==> src/logic/lmsc_pkg.sv <==
// Purpose: shared constants for LED matrix sequence control
// Assumes: 100 MHz core clock, serial register port
// Notes: offsets are 7-bit serial sub-addresses
// Contract
// - first frame field picks start ROM pattern
// - last frame field picks end; reset zero
// - repeat runs when matrix and repeat on
// - repeat control ignored during ROM copy
// - scroll on rising clears repeat on
// - repeat on rising clears scroll on
// - frame period 1 to 4 seconds
// - clear bits erase buffers, self clear 2 clocks
// - scroll shows columns A to G per step
// - scroll pattern writes go to empty buffer
// - scroll runs when matrix and scroll on
// - scroll control ignored during ROM copy
// - scroll step 0.1 to 0.8 seconds
// - colour source field selects register or ROM
// - matrix on bit lights the matrix
// - copy go self clears after 51 clocks
// - refused enable write raises copy flag
package lmsc_pkg;
	localparam int unsigned ADDR_W        = 7;
	localparam int unsigned RD_FLAG_BIT   = 7;
	localparam logic [6:0]  ADDR_MATRIX   = 7'h20;
	localparam logic [6:0]  ADDR_COPY     = 7'h24;
	localparam logic [6:0]  ADDR_FIRST    = 7'h25;
	localparam logic [6:0]  ADDR_LAST     = 7'h26;
	localparam logic [6:0]  ADDR_REPEAT   = 7'h27;
	localparam logic [6:0]  ADDR_RPERIOD  = 7'h28;
	localparam logic [6:0]  ADDR_CLEAR    = 7'h29;
	localparam logic [6:0]  ADDR_SCROLL   = 7'h2A;
	localparam logic [6:0]  ADDR_SPERIOD  = 7'h2B;
	localparam logic [6:0]  ADDR_COLOUR   = 7'h2C;
	localparam logic [6:0]  ADDR_CSOURCE  = 7'h2D;
	localparam logic [6:0]  ADDR_TEST     = 7'h2E;
	localparam logic [6:0]  ADDR_STATUS   = 7'h2F;
	localparam logic [6:0]  ADDR_PAT_LO   = 7'h31;
	localparam logic [6:0]  ADDR_PAT_HI   = 7'h61;
	localparam int unsigned BIT_ENABLE    = 0;
	localparam int unsigned BIT_CLR_ONE   = 1;
	localparam int unsigned BIT_CLR_TWO   = 0;
	localparam logic [7:0]  MASK_BIT0     = 8'h01;
	localparam logic [7:0]  MASK_CLEAR    = 8'h03;
	localparam logic [7:0]  MASK_PERIOD   = 8'h03;
	localparam logic [7:0]  MASK_SOURCE   = 8'h3F;
	localparam logic [7:0]  REG_RESET     = 8'h00;
	localparam logic [2:0]  COLUMN_LAST   = 3'h6;
	localparam int unsigned CLK_PERIOD_NS = 10;
	localparam int unsigned NS_PER_MS     = 1000000;
	localparam int unsigned FRAME_UNIT_MS = 1000;
	localparam int unsigned SCROLL_UNIT_MS = 100;
	localparam logic [1:0]  CLEAR_CYC     = 2'h2;
	localparam logic [5:0]  COPY_CYC      = 6'h33;
endpackage

==> src/logic/lmsc_serial_port.sv <==
// Purpose: serial register port, sampled on the core clock
// Assumes: port clock well below core clock
// Notes: address bit 7 high marks a read
module lmsc_serial_port
	import lmsc_pkg::*;
(
	input  wire logic        clk,
	input  wire logic        reset_n,
	input  wire logic        ser_clk,
	input  wire logic        ser_ce,
	input  wire logic        ser_di,
	input  wire logic [7:0]  rd_data,
	output logic             wr_stb,
	output logic [7:0]       wr_addr,
	output logic [7:0]       wr_data,
	output logic             rd_load,
	output logic [7:0]       rd_addr,
	output logic             ser_do,
	output logic             ser_do_oe
);
	logic [2:0]  s1_ff, s2_ff, s3_ff, lvl_ff, nxt_lvl;
	logic [4:0]  cnt_ff, nxt_cnt;
	logic [15:0] sh_ff, nxt_sh;
	logic [7:0]  out_ff, nxt_out;
	logic        rd_ff, nxt_rd, do_ff, nxt_do;
	logic        wr_ff, nxt_wr, ld_ff, nxt_ld, rise, fall;
	logic [7:0]  wa_ff, nxt_wa, wd_ff, nxt_wd, ra_ff, nxt_ra;

	// Bit 0 port clock, 1 enable, 2 data; a change counts once stages agree
	always_comb begin
		nxt_lvl = lvl_ff;
		for (int i = 0; i < 3; i++) begin
			if (s2_ff[i] == s3_ff[i]) nxt_lvl[i] = s3_ff[i];
		end
	end
	assign rise = nxt_lvl[0] & ~lvl_ff[0];
	assign fall = ~nxt_lvl[0] & lvl_ff[0];

	always_comb begin
		nxt_cnt = cnt_ff;
		nxt_sh  = sh_ff;
		nxt_rd  = rd_ff;
		nxt_out = out_ff;
		nxt_do  = do_ff;
		nxt_wr  = 1'b0;
		nxt_ld  = 1'b0;
		nxt_wa  = wa_ff;
		nxt_wd  = wd_ff;
		nxt_ra  = ra_ff;
		if (!nxt_lvl[1]) begin
			nxt_cnt = 5'h00;
			nxt_rd  = 1'b0;
		end else if (rise) begin
			nxt_sh  = {sh_ff[14:0], nxt_lvl[2]};
			nxt_cnt = cnt_ff + 5'h01;
			if (cnt_ff == 5'h07 && nxt_sh[RD_FLAG_BIT]) begin
				nxt_rd = 1'b1;
				nxt_ld = 1'b1;
				nxt_ra = nxt_sh[7:0];
			end
			if (cnt_ff == 5'h0F && !rd_ff) begin
				nxt_wr = 1'b1;
				nxt_wa = nxt_sh[15:8];
				nxt_wd = nxt_sh[7:0];
			end
		end else if (fall && rd_ff) begin
			nxt_do  = out_ff[7];
			nxt_out = {out_ff[6:0], 1'b0};
		end
		if (ld_ff) nxt_out = rd_data;
	end

	always_ff @(posedge clk or negedge reset_n) begin
		if (!reset_n) begin
			s1_ff  <= 3'h0;
			s2_ff  <= 3'h0;
			s3_ff  <= 3'h0;
			lvl_ff <= 3'h0;
			cnt_ff <= 5'h00;
			sh_ff  <= 16'h0000;
			rd_ff  <= 1'b0;
			out_ff <= 8'h00;
			do_ff  <= 1'b0;
			wr_ff  <= 1'b0;
			ld_ff  <= 1'b0;
			wa_ff  <= 8'h00;
			wd_ff  <= 8'h00;
			ra_ff  <= 8'h00;
		end else begin
			s1_ff  <= {ser_di, ser_ce, ser_clk};
			s2_ff  <= s1_ff;
			s3_ff  <= s2_ff;
			lvl_ff <= nxt_lvl;
			cnt_ff <= nxt_cnt;
			sh_ff  <= nxt_sh;
			rd_ff  <= nxt_rd;
			out_ff <= nxt_out;
			do_ff  <= nxt_do;
			wr_ff  <= nxt_wr;
			ld_ff  <= nxt_ld;
			wa_ff  <= nxt_wa;
			wd_ff  <= nxt_wd;
			ra_ff  <= nxt_ra;
		end
	end

	assign wr_stb    = wr_ff;
	assign wr_addr   = wa_ff;
	assign wr_data   = wd_ff;
	assign rd_load   = ld_ff;
	assign rd_addr   = ra_ff;
	assign ser_do    = do_ff;
	assign ser_do_oe = rd_ff;
endmodule // lmsc_serial_port

==> src/logic/lmsc_sequencer.sv <==
// Purpose: control registers, repeat and scroll sequencing
// Assumes: registers written over the serial port only
// Notes: long periods are parameters for short simulations
module lmsc_sequencer
	import lmsc_pkg::*;
#(
	parameter int unsigned FRAME_UNIT_CYC  = FRAME_UNIT_MS * NS_PER_MS / CLK_PERIOD_NS,
	parameter int unsigned SCROLL_UNIT_CYC = SCROLL_UNIT_MS * NS_PER_MS / CLK_PERIOD_NS
) (
	input  wire logic        clk,
	input  wire logic        reset_n,
	input  wire logic        ser_clk,
	input  wire logic        ser_ce,
	input  wire logic        ser_di,
	output logic             ser_do,
	output logic             ser_do_oe,
	output logic             matrix_on,
	output logic             repeat_active,
	output logic [7:0]       display_frame,
	output logic             scroll_active,
	output logic             scroll_buffer,
	output logic [2:0]       scroll_column,
	output logic             pattern_wr_stb,
	output logic [6:0]       pattern_wr_addr,
	output logic [7:0]       pattern_wr_data,
	output logic             pattern_wr_buffer,
	output logic             clear_buffer_one,
	output logic             clear_buffer_two,
	output logic             rom_copy_busy,
	output logic             colour_unit_on,
	output logic [5:0]       colour_source_select,
	output logic             copy_active_flag
);
	localparam int RT_W = $clog2(FRAME_UNIT_CYC + 1);
	localparam int ST_W = $clog2(SCROLL_UNIT_CYC + 1);

	function automatic logic [7:0] field(input logic [7:0] d, input logic [7:0] m);
		return d & m;
	endfunction

	function automatic logic [2:0] scroll_last_unit(input logic [1:0] code);
		return 3'((4'h1 << code) - 4'h1);
	endfunction

	logic        wr_stb, rd_load;
	logic [7:0]  wr_addr, wr_data, rd_addr, rd_data;
	logic [6:0]  wa;

	lmsc_serial_port u_port (
		.clk       (clk),
		.reset_n   (reset_n),
		.ser_clk   (ser_clk),
		.ser_ce    (ser_ce),
		.ser_di    (ser_di),
		.rd_data   (rd_data),
		.wr_stb    (wr_stb),
		.wr_addr   (wr_addr),
		.wr_data   (wr_data),
		.rd_load   (rd_load),
		.rd_addr   (rd_addr),
		.ser_do    (ser_do),
		.ser_do_oe (ser_do_oe)
	);
	assign wa = wr_addr[ADDR_W-1:0];

	logic        matrix_ff, nxt_matrix, repeat_ff, nxt_repeat, scroll_ff, nxt_scroll;
	logic        colour_ff, nxt_colour, busy_ff, nxt_busy, flag_ff, nxt_flag;
	logic [7:0]  first_ff, nxt_first, last_ff, nxt_last;
	logic [1:0]  rper_ff, nxt_rper, sper_ff, nxt_sper, clr_ff, nxt_clr, ccnt_ff, nxt_ccnt;
	logic [5:0]  src_ff, nxt_src, bcnt_ff, nxt_bcnt;
	logic        flag_clear;

	assign flag_clear = rd_load && rd_addr[ADDR_W-1:0] == ADDR_STATUS;

	always_comb begin
		nxt_matrix = matrix_ff;
		nxt_first  = first_ff;
		nxt_last   = last_ff;
		nxt_repeat = repeat_ff;
		nxt_rper   = rper_ff;
		nxt_clr    = clr_ff;
		nxt_ccnt   = ccnt_ff;
		nxt_scroll = scroll_ff;
		nxt_sper   = sper_ff;
		nxt_colour = colour_ff;
		nxt_src    = src_ff;
		nxt_busy   = busy_ff;
		nxt_bcnt   = bcnt_ff;
		nxt_flag   = flag_ff;
		if (ccnt_ff != 2'h0) nxt_ccnt = ccnt_ff - 2'h1;
		if (ccnt_ff == 2'h1) nxt_clr = 2'h0;
		if (bcnt_ff != 6'h00) nxt_bcnt = bcnt_ff - 6'h01;
		if (bcnt_ff == 6'h01) nxt_busy = 1'b0;
		if (flag_clear) nxt_flag = 1'b0;
		if (wr_stb) begin
			case (wa)
				ADDR_MATRIX: nxt_matrix = wr_data[BIT_ENABLE];
				ADDR_COPY: begin
					if (!busy_ff && wr_data[BIT_ENABLE]) begin
						nxt_busy = 1'b1;
						nxt_bcnt = COPY_CYC;
					end
				end
				ADDR_FIRST: nxt_first = wr_data;
				ADDR_LAST: nxt_last = wr_data;
				ADDR_REPEAT: begin
					if (busy_ff) begin
						nxt_flag = 1'b1;
					end else begin
						nxt_repeat = wr_data[BIT_ENABLE];
						if (wr_data[BIT_ENABLE] && !repeat_ff) nxt_scroll = 1'b0;
					end
				end
				ADDR_RPERIOD: nxt_rper = 2'(field(wr_data, MASK_PERIOD));
				ADDR_CLEAR: begin
					if (field(wr_data, MASK_CLEAR) != REG_RESET) begin
						nxt_clr  = 2'(field(wr_data, MASK_CLEAR));
						nxt_ccnt = CLEAR_CYC;
					end
				end
				ADDR_SCROLL: begin
					if (busy_ff) begin
						nxt_flag = 1'b1;
					end else begin
						nxt_scroll = wr_data[BIT_ENABLE];
						if (wr_data[BIT_ENABLE] && !scroll_ff) nxt_repeat = 1'b0;
					end
				end
				ADDR_SPERIOD: nxt_sper = 2'(field(wr_data, MASK_PERIOD));
				ADDR_COLOUR: nxt_colour = wr_data[BIT_ENABLE];
				ADDR_CSOURCE: nxt_src = 6'(field(wr_data, MASK_SOURCE));
				default: ;
			endcase
		end
	end

	always_ff @(posedge clk or negedge reset_n) begin
		if (!reset_n) begin
			matrix_ff <= 1'b0;
			first_ff  <= REG_RESET;
			last_ff   <= REG_RESET;
			repeat_ff <= 1'b0;
			rper_ff   <= 2'h0;
			clr_ff    <= 2'h0;
			ccnt_ff   <= 2'h0;
			scroll_ff <= 1'b0;
			sper_ff   <= 2'h0;
			colour_ff <= 1'b0;
			src_ff    <= 6'h00;
			busy_ff   <= 1'b0;
			bcnt_ff   <= 6'h00;
			flag_ff   <= 1'b0;
		end else begin
			matrix_ff <= nxt_matrix;
			first_ff  <= nxt_first;
			last_ff   <= nxt_last;
			repeat_ff <= nxt_repeat;
			rper_ff   <= nxt_rper;
			clr_ff    <= nxt_clr;
			ccnt_ff   <= nxt_ccnt;
			scroll_ff <= nxt_scroll;
			sper_ff   <= nxt_sper;
			colour_ff <= nxt_colour;
			src_ff    <= nxt_src;
			busy_ff   <= nxt_busy;
			bcnt_ff   <= nxt_bcnt;
			flag_ff   <= nxt_flag;
		end
	end

	// Read answer, sampled by the port in the cycle rd_load is high
	always_comb begin
		case (rd_addr[ADDR_W-1:0])
			ADDR_MATRIX: rd_data = 8'(matrix_ff);
			ADDR_COPY: rd_data = 8'(busy_ff);
			ADDR_FIRST: rd_data = first_ff;
			ADDR_LAST: rd_data = last_ff;
			ADDR_REPEAT: rd_data = busy_ff ? REG_RESET : 8'(repeat_ff);
			ADDR_RPERIOD: rd_data = 8'(rper_ff);
			ADDR_CLEAR: rd_data = 8'(clr_ff);
			ADDR_SCROLL: rd_data = busy_ff ? REG_RESET : 8'(scroll_ff);
			ADDR_SPERIOD: rd_data = 8'(sper_ff);
			ADDR_COLOUR: rd_data = 8'(colour_ff);
			ADDR_CSOURCE: rd_data = 8'(src_ff);
			ADDR_STATUS: rd_data = 8'(flag_ff);
			default: rd_data = REG_RESET;
		endcase
	end

	logic            rep_run, scl_run, rep_tick_end, scl_tick_end;
	logic [RT_W-1:0] rtick_ff, nxt_rtick;
	logic [ST_W-1:0] stick_ff, nxt_stick;
	logic [1:0]      runit_ff, nxt_runit;
	logic [2:0]      sunit_ff, nxt_sunit, col_ff, nxt_col;
	logic [7:0]      frame_ff, nxt_frame;
	logic            buf_ff, nxt_buf;

	assign rep_run      = matrix_ff && repeat_ff;
	assign scl_run      = matrix_ff && scroll_ff;
	assign rep_tick_end = rtick_ff == RT_W'(FRAME_UNIT_CYC - 1);
	assign scl_tick_end = stick_ff == ST_W'(SCROLL_UNIT_CYC - 1);

	always_comb begin
		nxt_rtick = '0;
		nxt_runit = 2'h0;
		nxt_frame = first_ff;
		if (rep_run) begin
			nxt_rtick = rtick_ff + RT_W'(1);
			nxt_runit = runit_ff;
			nxt_frame = frame_ff;
			if (rep_tick_end) begin
				nxt_rtick = '0;
				nxt_runit = runit_ff + 2'h1;
				if (runit_ff == rper_ff) begin
					nxt_runit = 2'h0;
					nxt_frame = (frame_ff == last_ff) ? first_ff : frame_ff + 8'h01;
				end
			end
		end
	end

	always_comb begin
		nxt_stick = '0;
		nxt_sunit = 3'h0;
		nxt_col   = 3'h0;
		nxt_buf   = 1'b0;
		if (scl_run) begin
			nxt_stick = stick_ff + ST_W'(1);
			nxt_sunit = sunit_ff;
			nxt_col   = col_ff;
			nxt_buf   = buf_ff;
			if (scl_tick_end) begin
				nxt_stick = '0;
				nxt_sunit = sunit_ff + 3'h1;
				if (sunit_ff == scroll_last_unit(sper_ff)) begin
					nxt_sunit = 3'h0;
					nxt_col   = (col_ff == COLUMN_LAST) ? 3'h0 : col_ff + 3'h1;
					if (col_ff == COLUMN_LAST) nxt_buf = ~buf_ff;
				end
			end
		end
	end

	always_ff @(posedge clk or negedge reset_n) begin
		if (!reset_n) begin
			rtick_ff <= '0;
			runit_ff <= 2'h0;
			frame_ff <= REG_RESET;
			stick_ff <= '0;
			sunit_ff <= 3'h0;
			col_ff   <= 3'h0;
			buf_ff   <= 1'b0;
		end else begin
			rtick_ff <= nxt_rtick;
			runit_ff <= nxt_runit;
			frame_ff <= nxt_frame;
			stick_ff <= nxt_stick;
			sunit_ff <= nxt_sunit;
			col_ff   <= nxt_col;
			buf_ff   <= nxt_buf;
		end
	end

	// Pattern writes pass through; in scroll they go to the buffer not shown
	logic       pstb_ff, nxt_pstb, pbuf_ff, nxt_pbuf;
	logic [6:0] paddr_ff, nxt_paddr;
	logic [7:0] pdata_ff, nxt_pdata;

	always_comb begin
		nxt_pstb  = wr_stb && wa >= ADDR_PAT_LO && wa <= ADDR_PAT_HI;
		nxt_paddr = nxt_pstb ? wa : paddr_ff;
		nxt_pdata = nxt_pstb ? wr_data : pdata_ff;
		nxt_pbuf  = nxt_pstb ? (scl_run & ~buf_ff) : pbuf_ff;
	end

	always_ff @(posedge clk or negedge reset_n) begin
		if (!reset_n) begin
			pstb_ff  <= 1'b0;
			paddr_ff <= 7'h00;
			pdata_ff <= 8'h00;
			pbuf_ff  <= 1'b0;
		end else begin
			pstb_ff  <= nxt_pstb;
			paddr_ff <= nxt_paddr;
			pdata_ff <= nxt_pdata;
			pbuf_ff  <= nxt_pbuf;
		end
	end

	assign matrix_on            = matrix_ff;
	assign repeat_active        = rep_run;
	assign display_frame        = frame_ff;
	assign scroll_active        = scl_run;
	assign scroll_buffer        = buf_ff;
	assign scroll_column        = col_ff;
	assign pattern_wr_stb       = pstb_ff;
	assign pattern_wr_addr      = paddr_ff;
	assign pattern_wr_data      = pdata_ff;
	assign pattern_wr_buffer    = pbuf_ff;
	assign clear_buffer_one     = clr_ff[BIT_CLR_ONE];
	assign clear_buffer_two     = clr_ff[BIT_CLR_TWO];
	assign rom_copy_busy        = busy_ff;
	assign colour_unit_on       = colour_ff;
	assign colour_source_select = src_ff;
	assign copy_active_flag     = flag_ff;

	clear_pulse_len_a: assert property (@(posedge clk) disable iff (!reset_n)
		$rose(clear_buffer_one) |-> clear_buffer_one ##1 clear_buffer_one ##1 !clear_buffer_one)
		else $error("buffer one clear not two cycles");
	copy_busy_len_a: assert property (@(posedge clk) disable iff (!reset_n)
		$rose(rom_copy_busy) |-> ##50 rom_copy_busy ##1 !rom_copy_busy)
		else $error("copy busy not 51 cycles");
	repeat_refused_a: assert property (@(posedge clk) disable iff (!reset_n)
		busy_ff && wr_stb && wa == ADDR_REPEAT |=> $stable(repeat_ff) && copy_active_flag)
		else $error("repeat write taken during copy");
	scroll_refused_a: assert property (@(posedge clk) disable iff (!reset_n)
		busy_ff && wr_stb && wa == ADDR_SCROLL |=> $stable(scroll_ff) && copy_active_flag)
		else $error("scroll write taken during copy");
	scroll_takes_over_a: assert property (@(posedge clk) disable iff (!reset_n)
		!busy_ff && wr_stb && wa == ADDR_SCROLL && wr_data[0] && !scroll_ff && repeat_ff
		|=> !repeat_ff && scroll_ff)
		else $error("scroll start did not clear repeat");
	repeat_takes_over_a: assert property (@(posedge clk) disable iff (!reset_n)
		!busy_ff && wr_stb && wa == ADDR_REPEAT && wr_data[0] && !repeat_ff && scroll_ff
		|=> repeat_ff && !scroll_ff)
		else $error("repeat start did not clear scroll");
	frame_start_a: assert property (@(posedge clk) disable iff (!reset_n)
		$rose(repeat_active) |-> display_frame == first_ff)
		else $error("repeat did not start at first frame");
	column_order_a: assert property (@(posedge clk) disable iff (!reset_n)
		scroll_active && $past(scroll_active) && $changed(scroll_column)
		|-> scroll_column == (($past(scroll_column) == COLUMN_LAST) ? 3'h0 : $past(scroll_column) + 3'h1))
		else $error("scroll column out of order");
	upper_zero_a: assert property (@(posedge clk) disable iff (!reset_n)
		rd_load && rd_addr[ADDR_W-1:0] != ADDR_FIRST && rd_addr[ADDR_W-1:0] != ADDR_LAST |-> rd_data[7:6] == 2'h0)
		else $error("unused upper bits read nonzero");
endmodule // lmsc_sequencer

==> config.mk <==
export PLATFORM = sky130hd
export DESIGN_NAME = lmsc_sequencer
export DESIGN_NICKNAME = d
export VERILOG_FILES = /design/src/logic/lmsc_pkg.sv /design/src/logic/lmsc_serial_port.sv /design/src/logic/lmsc_sequencer.sv
export SDC_FILE = /design/constraint.sdc
export NUM_CORES = 1
export LEC_CHECK = 0
export ABC_AREA = 1
export BUFFER_PORTS_ARGS = -buffer_cell sky130_fd_sc_hd__clkbuf_2
export CELL_PAD_IN_SITES_DETAIL_PLACEMENT = 1
export CELL_PAD_IN_SITES_GLOBAL_PLACEMENT = 2
export CORE_ASPECT_RATIO = 1.4
export CORE_MARGIN = 2
export CORE_UTILIZATION = 35
export CTS_CLUSTER_SIZE = 12
export DETAILED_ROUTE_END_ITERATION = 8
export GPL_TIMING_DRIVEN = 1
export PLACE_DENSITY = 0.78
export SYNTH_ARGS = -nofsm -noshare
export SYNTH_HDL_FRONTEND = slang
export SYNTH_SLANG_ARGS = --single-unit
==> constraint.sdc <==
create_clock -name clk -period 5.5 [get_ports clk]
set_clock_uncertainty 0.2 [all_clocks]
set_input_delay 0.275 -clock clk [delete_from_list [all_inputs] [get_ports clk]]
set_output_delay 0.275 -clock clk [all_outputs]
set_load 0.02 [all_outputs]
==> Word level (Yosys, flattened, before mapping) <==
Index checks and enable logic that the tools add are counted.
{ "totals": {"out_inout_bits": 45, "inputBits": 5, "regBits": 192} }
{ "classes": {"n_mux": 70, "bitwise": 7, "order_cmp": 2, "shifts": 1, "n_eq_ne": 48, "n_reduce_logical": 40, "n_addsub": 10} }
{ "ops": {"columns": ["op", "n"], "rows": [
  ["$eq 7x6->1 const B", 23],
  ["$pmux 8 s12", 1],
  ["$mux 8", 8],
  ["$mux 27", 2],
  ["$mux 24", 2],
  ["$mux 1", 31],
  ["$add 27x1->27 const B", 1],
  ["$eq 27x27->1 const B", 1],
  ["$add 24x1->24 const B", 1],
  ["$eq 24x24->1 const B", 1],
  ["$mux 6", 4],
  ["$mux 2", 11],
  ["$reduce_and 2->1", 11],
  ["$mux 3", 7],
  ["$reduce_and 3->1", 5],
  ["$ne 2x1->1 const B", 6],
  ["$ne 2x2->1 const B", 6],
  ["$logic_and 1x1->1", 11],
  ["$mux 5", 2],
  ["$reduce_and 5->1", 2],
  ["$add 8x1->8 const B", 1],
  ["$eq 8x8->1", 1],
  ["$reduce_bool 2->1", 4],
  ["$reduce_bool 8->1", 1],
  ["other kinds (23)", 35]
]} }

==> Depth between registers and ports, before layout <==
Gate-level depths: netlist of run 1.
{ "depth": {"depth_word": 9, "ltp_mapped": 11} }

==> By module <==
A second synthesis of run 1 with hierarchy kept.
{ "unflattened": {"hier_cells": 1234, "hier_area_um2": 9716.8} }
{ "modules_own_cells": {"columns": ["mod", "n_inst", "cells_per_inst", "seq_area_each_um2", "area_per_inst_um2"], "rows": [
  ["lmsc_sequencer", 1, 941, 3178.0, 6921.6],
  ["lmsc_serial_port", 1, 293, 1701.6, 2795.2]
]} }

==> Least setup slack after synthesis of run 1 <==
Ideal clock, no wire load.
{ "synth_path": {"kind": "register to register", "startpoint": "reg rtick_ff[0]", "endpoint": "reg frame_ff[4] (netlist: display_frame[4])", "arrival_ns": 1.526, "setup_ns": 0.117, "path_slack_ns": 3.657, "path_stages_with_launch": 11, "path_cell_list": "dfrtp_1 -> ha_1 -> nand3_2 -> nor2_4 -> nand2_2 -> nor2_2 -> nand2_2 -> o21ai_4 -> inv_2 -> nand2_1 -> nand2_1"} }
{ "synth_between": {"elab_chain_len": 3} }
{ "synth_rtl": {"columns": ["element", "line_no", "rtl"], "rows": [
  ["start: declaration", "lmsc_sequencer.sv:191", "logic [RT_W-1:0] rtick_ff, nxt_rtick;"],
  ["start signal: assignment", "lmsc_sequencer.sv:254", "rtick_ff <= nxt_rtick;"],
  ["$eq 27x27->1", "lmsc_sequencer.sv:200", "assign rep_tick_end = rtick_ff == RT_W'(FRAME_UNIT_CYC - 1);"],
  ["$ne 2x1->1 (no line)", null, null],
  ["$reduce_and 2->1 (no line)", null, null],
  ["end signal: assignment", "lmsc_sequencer.sv:256", "frame_ff <= nxt_frame;"],
  ["end: declaration", "lmsc_sequencer.sv:195", "logic [7:0] frame_ff, nxt_frame;"]
]} }
Every way passes these cells.
A chain may end at the register's enable or synchronous reset.

==> Final worst setup path of run 1 <==
{ "layout_path": {"startpoint": "reg u_port.lvl_ff[0]", "endpoint": "reg u_port.wd_ff[0] (netlist: u_port.wr_data[0])"} }
{ "layout_between": {"elab_chain_len": 3, "elab_cells_between_ends": 4} }
{ "layout_rtl": {"columns": ["element", "line_no", "rtl"], "rows": [
  ["start: declaration", "lmsc_serial_port.sv:21", "logic [2:0] s1_ff, s2_ff, s3_ff, lvl_ff, nxt_lvl;"],
  ["start signal: assignment", "lmsc_serial_port.sv:93", "lvl_ff <= nxt_lvl;"],
  ["$mux 1 / $not 1->1 (equally long branches)", "lmsc_serial_port.sv:33, lmsc_serial_port.sv:36", null],
  ["$and 1x1->1 *", "lmsc_serial_port.sv:36", "assign rise = nxt_lvl[0] & ~lvl_ff[0];"],
  ["$reduce_and 3->1 (no line) *", null, null],
  ["end signal: assignment", "lmsc_serial_port.sv:102", "wd_ff <= nxt_wd;"],
  ["end: declaration", "lmsc_serial_port.sv:27", "logic [7:0] wa_ff, nxt_wa, wd_ff, nxt_wd, ra_ff, nxt_ra;"]
]} }
Every way passes the cells marked *; elsewhere a longest branch is shown, timed or not.

==> flow_metrics.tcl, run 1 <==
set metrics [dict create \
    cts_resized 0 \
    postPlaceCellArea_mm2 0.009854 \
    dpl.hpwl_um 17800 \
    ir_drop_mv 0.2025 \
    fp.dieH_um 196.7 \
    start_util_pct 35.56 \
    crit_fanout 33 \
    power_leakage_nw 4.849 \
    ys_seq_area_share_pct 51.77 \
    cp_data_arrival_time_ns 2.90 \
    path_delay_family "simple AND/OR/NAND/NOR gates" \
    rsz0062_at_grt "no" \
    synth_warnings 0 \
    cp_data_required_time_ns 5.59 \
    post-cts-setup-buffers 0 \
    relSlewSlack_pct 37.76 \
    fin_setup_tns_ns 0 \
    worst_pin_slew_ns 0.9310 \
    first_pass_iters 5 \
    gp_congestion 0.8024 \
    ctsHoldBuffers 4 \
    fmax_ghz 0.3567 \
    grt_pass1_vias 8305 \
    routed_via_density 4.946 \
    tritoncts "built" \
    critPathBufInv 2 \
    syn_area_mm2 0.009280 \
    slowest_stage "nand3_1" \
    synthCells 1160 \
    setup_viol 0 \
    syn_avg_cell_area_um2 8.000 \
    numPortBuffers 49 \
    coreArea_mm2 0.02610 \
    overflow 0 \
    status "finished clean" \
    path_cells "nor3_2 > inv_1 > nor2_4 > nand3_1 > inv_1 > o21ai_0" \
    cts-root-buf "clkbuf_16" \
    total_power_mw 2.760 \
    path_clk_slew_ns 0.07 \
    areaGrowthSynthToFinish_pct 13.00 \
    layout-drive-gt1-share_pct 8.490 \
    synth_top_cell_by_area "dfrtp_1" \
    drt_iter0_drc 251 \
    htreeDepth 4 \
    p_per_area_mw_per_mm2 263.2 \
    insertion_delay_ns 0.44 \
    postSynthRegisterBits 192 \
    syn_nets 1174 \
    slew_viol_final 0 \
    maxCapViolCount 0 \
    dieArea_mm2 0.02785 \
    n_fill_cell 3202 \
    final_cell_area_mm2 0.01049 \
    totalWireLength_um 24000 \
    wl_per_cell_um 15.50 \
    grt_antenna_before_repair 0 \
    grt.total_usage_pct 18.65 \
    synth_cell_types 44 \
    synth_area_leaders "dfrtp_1, nand2_1, inv_1" \
    drc 0 \
    numCtsBuffers 17 \
    final_common_cell "nand2_1" \
    io_pins 50 \
    vias 7662 \
    grt_pass1_wl_um 41400 \
    cts_buffer_depth 2 \
    worst_setup_path_end_kind "flop" \
    multiInputGateArea_mm2 0.003822 \
    post-place-cells 1513 \
    final_net_count 1226 \
    ff_latch_area_mm2 0.004805 \
    fin_crit_sh_pct 50.98 \
    yosysTopAreaCellShare_pct 51.77 \
    grt_max_degree 101 \
    start_kind "flop" \
    worstSetupPathType "flop to flop" \
    diodes 0 \
    layout_common_cells "nand2_1, dfrtp_1, inv_1, nor2_1, o21ai_0" \
    cpMostUsedCell "inv_1" \
    rows 70 \
    period_needed_ns 2.804 \
    fin_cells 1549 \
    die_w_um 141.6 \
    hp-class "flop to flop" \
    drtAntennaViolNets 0 \
    cpPeakStageDelay_ns 0.82 \
    hold_viol 0 \
    cts_sinks 192 \
]
through the flow:
stage	setup slack (ns)	hold slack [ns]	utilization (%)
after floorplan	3.657	-0.2206	-
after global placement	2.789	0.1351	37.76
after detailed placement	2.647	0.1365	37.76
after CTS	2.625	0.1518	40.18
after global routing	2.236	0.1647	40.18
final	2.696	0.1487	40.18
registers in the layout (all words and copies together) (netlist names), 5 cells and up:
| name | flops |
|---|---|
| bcnt_ff | 6 |
| colour_source_select | 6 |
| display_frame | 8 |
| first_ff | 8 |
| last_ff | 8 |
| pattern_wr_addr | 7 |
| pattern_wr_data | 8 |
| rtick_ff | 27 |
| stick_ff | 24 |
| u_port.cnt_ff | 5 |
| u_port.out_ff | 8 |
| u_port.rd_addr | 7 |
| u_port.sh_ff | 14 |
| u_port.wr_addr | 7 |
| u_port.wr_data | 8 |
metal layers:
layer,wire length (µm),global-route usage (%)
met4,507,6.000
met5,0,0
met2,12860,34.70
met1,10130,21.70
met3,499,3.013
final timing paths:
path | from | endpoint | slack (ns) | cells past startpoint
max | u_port.lvl_ff[0] | u_port.wr_data[0] | 2.70 | 6
min | u_port.s1_ff[2] | u_port.s2_ff[2] | 0.15 | 0
max reg2reg | u_port.lvl_ff[0] | u_port.wr_data[0] | 2.70 | 6
min reg2reg | u_port.s1_ff[2] | u_port.s2_ff[2] | 0.15 | 0
max in group asynchronous | reset_n | u_port.out_ff[4] | 3.79 | 3
min in group asynchronous | reset_n | stick_ff[0] | 0.28 | 2
cell families (layout without fill, tap and decap cells):
kind of cell	after synthesis	count (layout)	synth area share, %
xor+xnor	32	32	3.020
buf+inv	167	232	7.038
compound gates	143	143	8.386
simple gates	616	616	28.46
flops	192	192	51.77
fa+ha+maj	10	10	1.321
where the power goes:
group / total (mW) / switching [mW] / leakage (nW) / internal, mW
sequential: 1.44 / 0.00947 / 2.65 / 1.43
clock: 1.26 / 0.558 / 0.286 / 0.700
combinational: 0.0633 / 0.0501 / 1.91 / 0.0132
cell usage after synthesis, drive strengths merged:
library cell    n
clkinv          1
maj3            1
nor4            8
xnor2          13
o21ai         103
a32o            1
nand3b          4
or2             2
o211ai          2
a22o            1
ha              9
a21oi          21
nor3b           3
a21boi          1
nand2         321
and3            2
o2111ai         1
a211oi          3
nand4          22
xor2           19
o21bai          3
buf            10
nor3           40
o22ai           4
a31oi           3
inv           145
nand3          79
dfrtp         192
nor2          135
clkbuf         11
cell type report:
type | instances | share of cell area (%)
multi-input cells | 801 | 36.45
clock inverters | 11 | 1.253
clock buffers | 21 | 4.391
flip-flops and latches | 192 | 45.82
inverters | 146 | 5.226
repair buffers | 54 | 2.995
well taps | 324 | 3.866
(Power assumes the default switching activity.)
==> run 2, diff against run 1 <==
--- a/config.mk
+++ b/config.mk
@@ -11,11 +11,11 @@
 export CELL_PAD_IN_SITES_GLOBAL_PLACEMENT = 2
 export CORE_ASPECT_RATIO = 1.4
 export CORE_MARGIN = 2
-export CORE_UTILIZATION = 35
+export CORE_UTILIZATION = 33
 export CTS_CLUSTER_SIZE = 12
 export DETAILED_ROUTE_END_ITERATION = 8
 export GPL_TIMING_DRIVEN = 1
-export PLACE_DENSITY = 0.78
+export PLACE_DENSITY = 0.77
 export SYNTH_ARGS = -nofsm -noshare
 export SYNTH_HDL_FRONTEND = slang
 export SYNTH_SLANG_ARGS = --single-unit
==> constraint.sdc (replaced) <==
create_clock -name clk -period 2.3 [get_ports clk]
set_clock_uncertainty 0.2 [all_clocks]
set_input_delay 0.115 -clock clk [delete_from_list [all_inputs] [get_ports clk]]
set_output_delay 0.115 -clock clk [all_outputs]
set_load 0.02 [all_outputs]
==> run 2 against run 1 <==
Final cell count increased by 4.5%; first-iteration DRC count increased by 10%; routed wire length increased by 2.4%; worst setup slack worse by 2.5 ns; non-clock buffer count up 24; register-to-register slack got worse by 2.5 ns; maximum frequency rose by 35%; hold slack worse by 0.14 ns; clock power is 140% higher.
==> flow_metrics.tcl, run 2 (synthesized netlist as in run 1, its figures left out) <==
set metrics [dict create \
    status "finished clean" \
    start_kind "flop" \
    rows 72 \
    worst_pin_slew_ns 0.4796 \
    drt_iter0_drc 276 \
    hp-class "primary input to async pin" \
    cp_data_arrival_time_ns 2.22 \
    p_per_area_mw_per_mm2 616.8 \
    period_needed_ns 2.082 \
    drtAntennaViolNets 0 \
    crit_fanout 9 \
    tritoncts "built" \
    grt_antenna_before_repair 0 \
    relSlewSlack_pct 68.03 \
    grt_max_degree 53 \
    reg.largest.list "rtick_ff: 27 flops, stick_ff: 24 flops, u_port.sh_ff: 14 flops" \
    areaGrowthSynthToFinish_pct 16.33 \
    dpl.hpwl_um 18520 \
    insertion_delay_ns 0.45 \
    slew_viol_final 0 \
    first_pass_iters 5 \
    cts_buffer_depth 2 \
    worstSetupPathType "flop to flop" \
    routed_via_density 4.750 \
    final_common_cell "nand2_1" \
    fin_cells 1619 \
    r2r_setup_slack_ns 0.22 \
    ir_drop_mv 0.4746 \
    path_clk_slew_ns 0.07 \
    grt.total_usage_pct 17.82 \
    start_util_pct 33.56 \
    diodes 0 \
    setup_viol 0 \
    maxCapViolCount 0 \
    fin_crit_sh_pct 90.52 \
    hold_viol 0 \
    die_w_um 145.7 \
    largest_reg_flops 27 \
    worst_setup_path_end_kind "flop" \
    overflow 0 \
    cts_sinks 192 \
    top_register "rtick_ff" \
    numCtsBuffers 17 \
    coreArea_mm2 0.02766 \
    dieArea_mm2 0.02950 \
    drc 0 \
    power_leakage_nw 4.990 \
    cts-root-buf "clkbuf_16" \
    cp_data_required_time_ns 2.44 \
    totalWireLength_um 24570 \
    gp_congestion 0.7802 \
    wl_per_cell_um 15.17 \
    io_pins 50 \
    numPortBuffers 49 \
    grt_pass1_wl_um 42350 \
    rsz0062_at_grt "no" \
    fp.dieH_um 202.4 \
    vias 7691 \
    layout-drive-gt1-share_pct 10.57 \
    fin_setup_tns_ns 0 \
    final_net_count 1250 \
    post-place-cells 1583 \
    grt_pass1_vias 8336 \
    htreeDepth 4 \
    layout_common_cells "nand2_1, dfrtp_1, inv_1, nor2_1, o21ai_0" \
    fmax_ghz 0.4803 \
]
-- run 2: cell types whose count changed in the layout (fill, tap and decap cells not counted), sizes merged --
cell	previous run	this run
clkinv	6	4
clkbuf	70	67
inv	147	150
clkinvlp	2	4
buf	1	25
-- run 2: stage by stage --
step | instance area (µm²) | hold WS, ns | total power, mW | worst slack (ns) | utilization (%)
2_1_floorplan | 9280 | -0.3806 | 3.556 | 0.4566 | -
3_3_place_gp | 10150 | -0.07630 | 3.672 | 0.2182 | 36.72
3_5_place_dp | 10150 | -0.07263 | 3.676 | 0.1287 | 36.72
4_1_cts | 10790 | 0.005906 | 6.770 | 0.1262 | 39.02
5_1_grt | 10800 | 0.04753 | 6.917 | 0.02780 | 39.03
6_report | 10800 | 0.007781 | 6.659 | 0.2181 | 39.03
-- run 2: timing repair --
action | 4_1_cts | 5_1_grt
resized for setup | 0 | 2
setup endpoints to repair | 0 | 8
endpoints found under the hold margin | 195 | 0
hold buffers | 4 | 0
setup buffers | 0 | 0
-- run 2: area by class of cell --
type | instances | area (µm²)
clock buffer | 18 | 439.2
inverter | 146 | 548.0
multi-input combinational | 801 | 3827
clock inverter | 14 | 156.4
timing repair buffer | 78 | 556.8
sequential | 192 | 4805
tap | 370 | 462.9
fill | 3354 | 16860
-- run 2: worst max-delay path, cell delays in order, from the launching register on --
cell	delay [ns]
dfrtp_1	0.42
ha_1	0.25
nand3_2	0.13
nor2_4	0.13
nand2_2	0.07
nor2_2	0.12
nand2_2	0.11
o21ai_4	0.28
inv_2	0.13
nand2_1	0.08
nand2_1	0.05
-- run 2: worst paths after layout --
check | start | to | depth (start not counted)
max in group asynchronous | reset_n | u_port.ser_do | 3
min in group clk | ser_clk | u_port.s1_ff[0] | 2
setup / recovery | rtick_ff[0] | display_frame[4] | 10
setup reg to reg | rtick_ff[0] | display_frame[4] | 10
hold reg to reg | u_port.s1_ff[2] | u_port.s2_ff[2] | 0
hold / removal | reset_n | stick_ff[11] | 2
-- run 2: layer usage --
metal  vias to the layer above  track usage, %  share of wire [%]
li1                       3874               -                  -
met1                      3738           20.71                 44
met2                        54           33.14                 53
met3                        25           2.867                1.5
met4                         0           5.917                1.7
met5                         -               0                  0
-- run 2: power breakdown --
| part | switching, mW | internal [mW] |
|---|---|---|
| logic | 0.125 | 0.0395 |
| registers | 0.0250 | 3.42 |
| clock network | 1.40 | 1.65 |
| total | 1.55 | 5.11 |
==> run 3, diff against run 2 <==
--- a/config.mk
+++ b/config.mk
@@ -5,17 +5,16 @@
 export SDC_FILE = /design/constraint.sdc
 export NUM_CORES = 1
 export LEC_CHECK = 0
-export ABC_AREA = 1
 export BUFFER_PORTS_ARGS = -buffer_cell sky130_fd_sc_hd__clkbuf_2
 export CELL_PAD_IN_SITES_DETAIL_PLACEMENT = 1
 export CELL_PAD_IN_SITES_GLOBAL_PLACEMENT = 2
 export CORE_ASPECT_RATIO = 1.4
 export CORE_MARGIN = 2
-export CORE_UTILIZATION = 33
+export CORE_UTILIZATION = 35
 export CTS_CLUSTER_SIZE = 12
 export DETAILED_ROUTE_END_ITERATION = 8
 export GPL_TIMING_DRIVEN = 1
-export PLACE_DENSITY = 0.77
+export PLACE_DENSITY = 0.74
 export SYNTH_ARGS = -nofsm -noshare
 export SYNTH_HDL_FRONTEND = slang
 export SYNTH_SLANG_ARGS = --single-unit
==> run 3 against run 2 <==
The flow now finishes with violations (setup timing); largest cell class unchanged; worst setup slack got worse by 0.37 ns; clock power increased by 11%; utilization increased by 5.5 points; design area increased by 3.9%; highest routed layer unchanged.
==> flow_metrics.tcl, run 3 <==
set metrics [dict create \
    status "finished with violations" \
    violations "setup timing" \
    synth_area_leaders "dfrtp_1, mux2_2, nor2_1" \
    totalWireLength_um 22340 \
    die_w_um 138.8 \
    ir_drop_mv 0.5055 \
    final_net_count 979 \
    finish.utilization_pct 44.51 \
    cpPeakStageDelay_ns 0.54 \
    multiInputGateArea_mm2 0.004073 \
    relSlewSlack_pct 64.56 \
    gp_congestion 0.7638 \
    pre_cts_ws_ns -0.1298 \
    maxCapViolCount 0 \
    drtAntennaViolNets 0 \
    worst_pin_slew_ns 0.5267 \
    hold_viol 0 \
    final_common_cell "dfrtp_1" \
    largest_reg_flops 27 \
    insertion_delay_ns 0.44 \
    vias 6710 \
    cts_buffer_depth 2 \
    grt_pass1_vias 7093 \
    yosysMostFrequentCell "dfrtp_1" \
    fin_crit_sh_pct 106.6 \
    cts-root-buf "clkbuf_16" \
    synth_edf_count 0 \
    power_leakage_nw 5.191 \
    n_fill_cell 2852 \
    period_needed_ns 2.451 \
    start_kind "flop" \
    diodes 0 \
    coreArea_mm2 0.02521 \
    htreeDepth 4 \
    drc 0 \
    reg2regPathDepth 8 \
    p_per_area_mw_per_mm2 628.9 \
    layout_common_cells "dfrtp_1, nor2_1, buf_4, mux2_2, nand2_1" \
    r2r_setup_slack_ns -0.15 \
    numCtsBuffers 17 \
    start_util_pct 35.29 \
    tritoncts "built" \
    ff_latch_area_mm2 0.004805 \
    grt.total_usage_pct 17.20 \
    yosysTopAreaCellShare_pct 54.00 \
    slowest_stage "or4_4" \
    crit_fanout 5 \
    top_register "rtick_ff" \
    rsz0062_at_grt "yes" \
    layout-drive-gt1-share_pct 31.39 \
    slew_viol_final 0 \
    cpMostUsedCell "buf_6" \
    postSynthRegisterBits 192 \
    setup_viol 30 \
    syn_area_mm2 0.008897 \
    synth_warnings 0 \
    areaGrowthSynthToFinish_pct 26.11 \
    dieArea_mm2 0.02673 \
    grt_antenna_before_repair 0 \
    wl_per_cell_um 17.23 \
    async_flop_share_pct 100.0 \
    path_cells "or4_4 > or3_4 > buf_4 > o31ai_4 > buf_6 > buf_6 > buf_8 > a22o_1" \
    overflow 0 \
    hp-class "primary input to async pin" \
    path_clk_slew_ns 0.07 \
    numPortBuffers 49 \
    synth_cell_types 62 \
    first_pass_iters 4 \
    cts_sinks 192 \
    cp_data_required_time_ns 2.47 \
    setup_ws_ns -0.1510 \
    rows 69 \
    fmax_ghz 0.4080 \
    grt_max_degree 59 \
    synth-main-ff-cell "dfrtp_1" \
    fp.dieH_um 192.7 \
    reg2reg_to "sunit_ff[2]" \
    synthCells 815 \
    r2r_start "stick_ff[11]" \
    synth_top_cell_by_area "dfrtp_1" \
    io_pins 50 \
    dpl.hpwl_um 15590 \
    grt_pass1_wl_um 36890 \
    drt_iter0_drc 187 \
    reg.largest.list "rtick_ff: 27 flops, stick_ff: 24 flops, u_port.sh_ff: 14 flops" \
    fin_setup_tns_ns -3.214 \
    worstSetupPathType "flop to flop" \
    ys_seq_area_share_pct 54.00 \
    routed_via_density 5.173 \
    syn_nets 829 \
    syn_avg_cell_area_um2 10.92 \
    cp_data_arrival_time_ns 2.63 \
    worst_setup_path_end_kind "flop" \
    synthTopCellsByCount "dfrtp_1, nor2_1, mux2_2, nand2_1, nand3_1" \
]
## run 3: routing by layer
metal  track usage [%]  wire [µm]
met1             21.36       9771
met2             30.85      11710
met3             3.077        600
met4             4.895        258
met5                 0          0
## run 3: kinds of logic after synthesis
group,Yosys count,synth area share (%)
AOI/OAI and AO/OA,105,7.861
xor gates and xnor gates,62,6.103
adders and majority gates,10,1.378
buffers and inverters,51,2.152
DFF,192,54.00
muxes,84,10.70
and+or+nand+nor,311,17.80
## run 3: report_power, final
part	internal (mW)	switching (mW)	total, mW
clock	1.97	1.43	3.40
combinational	0.0670	0.102	0.169
sequential	3.43	0.0534	3.49
## run 3: layout make-up
| cell class | count | share of cell area [%] |
|---|---|---|
| inverter | 27 | 0.9032 |
| clock inverter | 15 | 2.208 |
| multi-input combinational | 572 | 36.30 |
| clock buffer | 17 | 3.791 |
| timing repair buffer | 155 | 10.43 |
| tap | 319 | 3.557 |
| sequential | 192 | 42.82 |
## run 3: stage by stage
stage                     instances  cell area (µm²)  total power, mW  hold WS (ns)
after floorplan                 815             8900            3.597       -0.3806
after global placement         1248            10190            3.715      -0.06704
after detailed placement       1248            10190            3.723      -0.07202
after CTS                      1287            10960            7.155       0.01107
after global routing           1297            11220            7.311       0.02487
final                          1297            11220            7.057      0.008883
## run 3: critical path, delay by kind of cell, from the launching register on
kind                   cells  cell delay [ns]
and+or+nand+nor            2             0.95
buffers and inverters      4             0.52
DFF                        1             0.40
AOI/OAI and AO/OA          2             0.33
## run 3: repair_timing
action                                  CTS  global route
cloned                                    0             1
hold buffers                              4             0
gates resized for setup                   9            37
buffers inserted                          3             9
pin swaps                                 3            11
endpoints found under the setup margin   31            43
hold endpoints to repair                195             0
## run 3: how the worst max path moves through the flow
stage	start	end	slack, ns	depth (start not counted)
4_1_cts	stick_ff[11]	sunit_ff[0]	-0.12	5
3_3_place_gp	stick_ff[21]	sunit_ff[0]	-0.09	5
6_report	stick_ff[11]	sunit_ff[2]	-0.15	8
2_1_floorplan	stick_ff[16]	sunit_ff[0]	-0.11	5
3_5_place_dp	stick_ff[21]	sunit_ff[0]	-0.13	5
5_1_grt	stick_ff[11]	sunit_ff[2]	-0.22	8
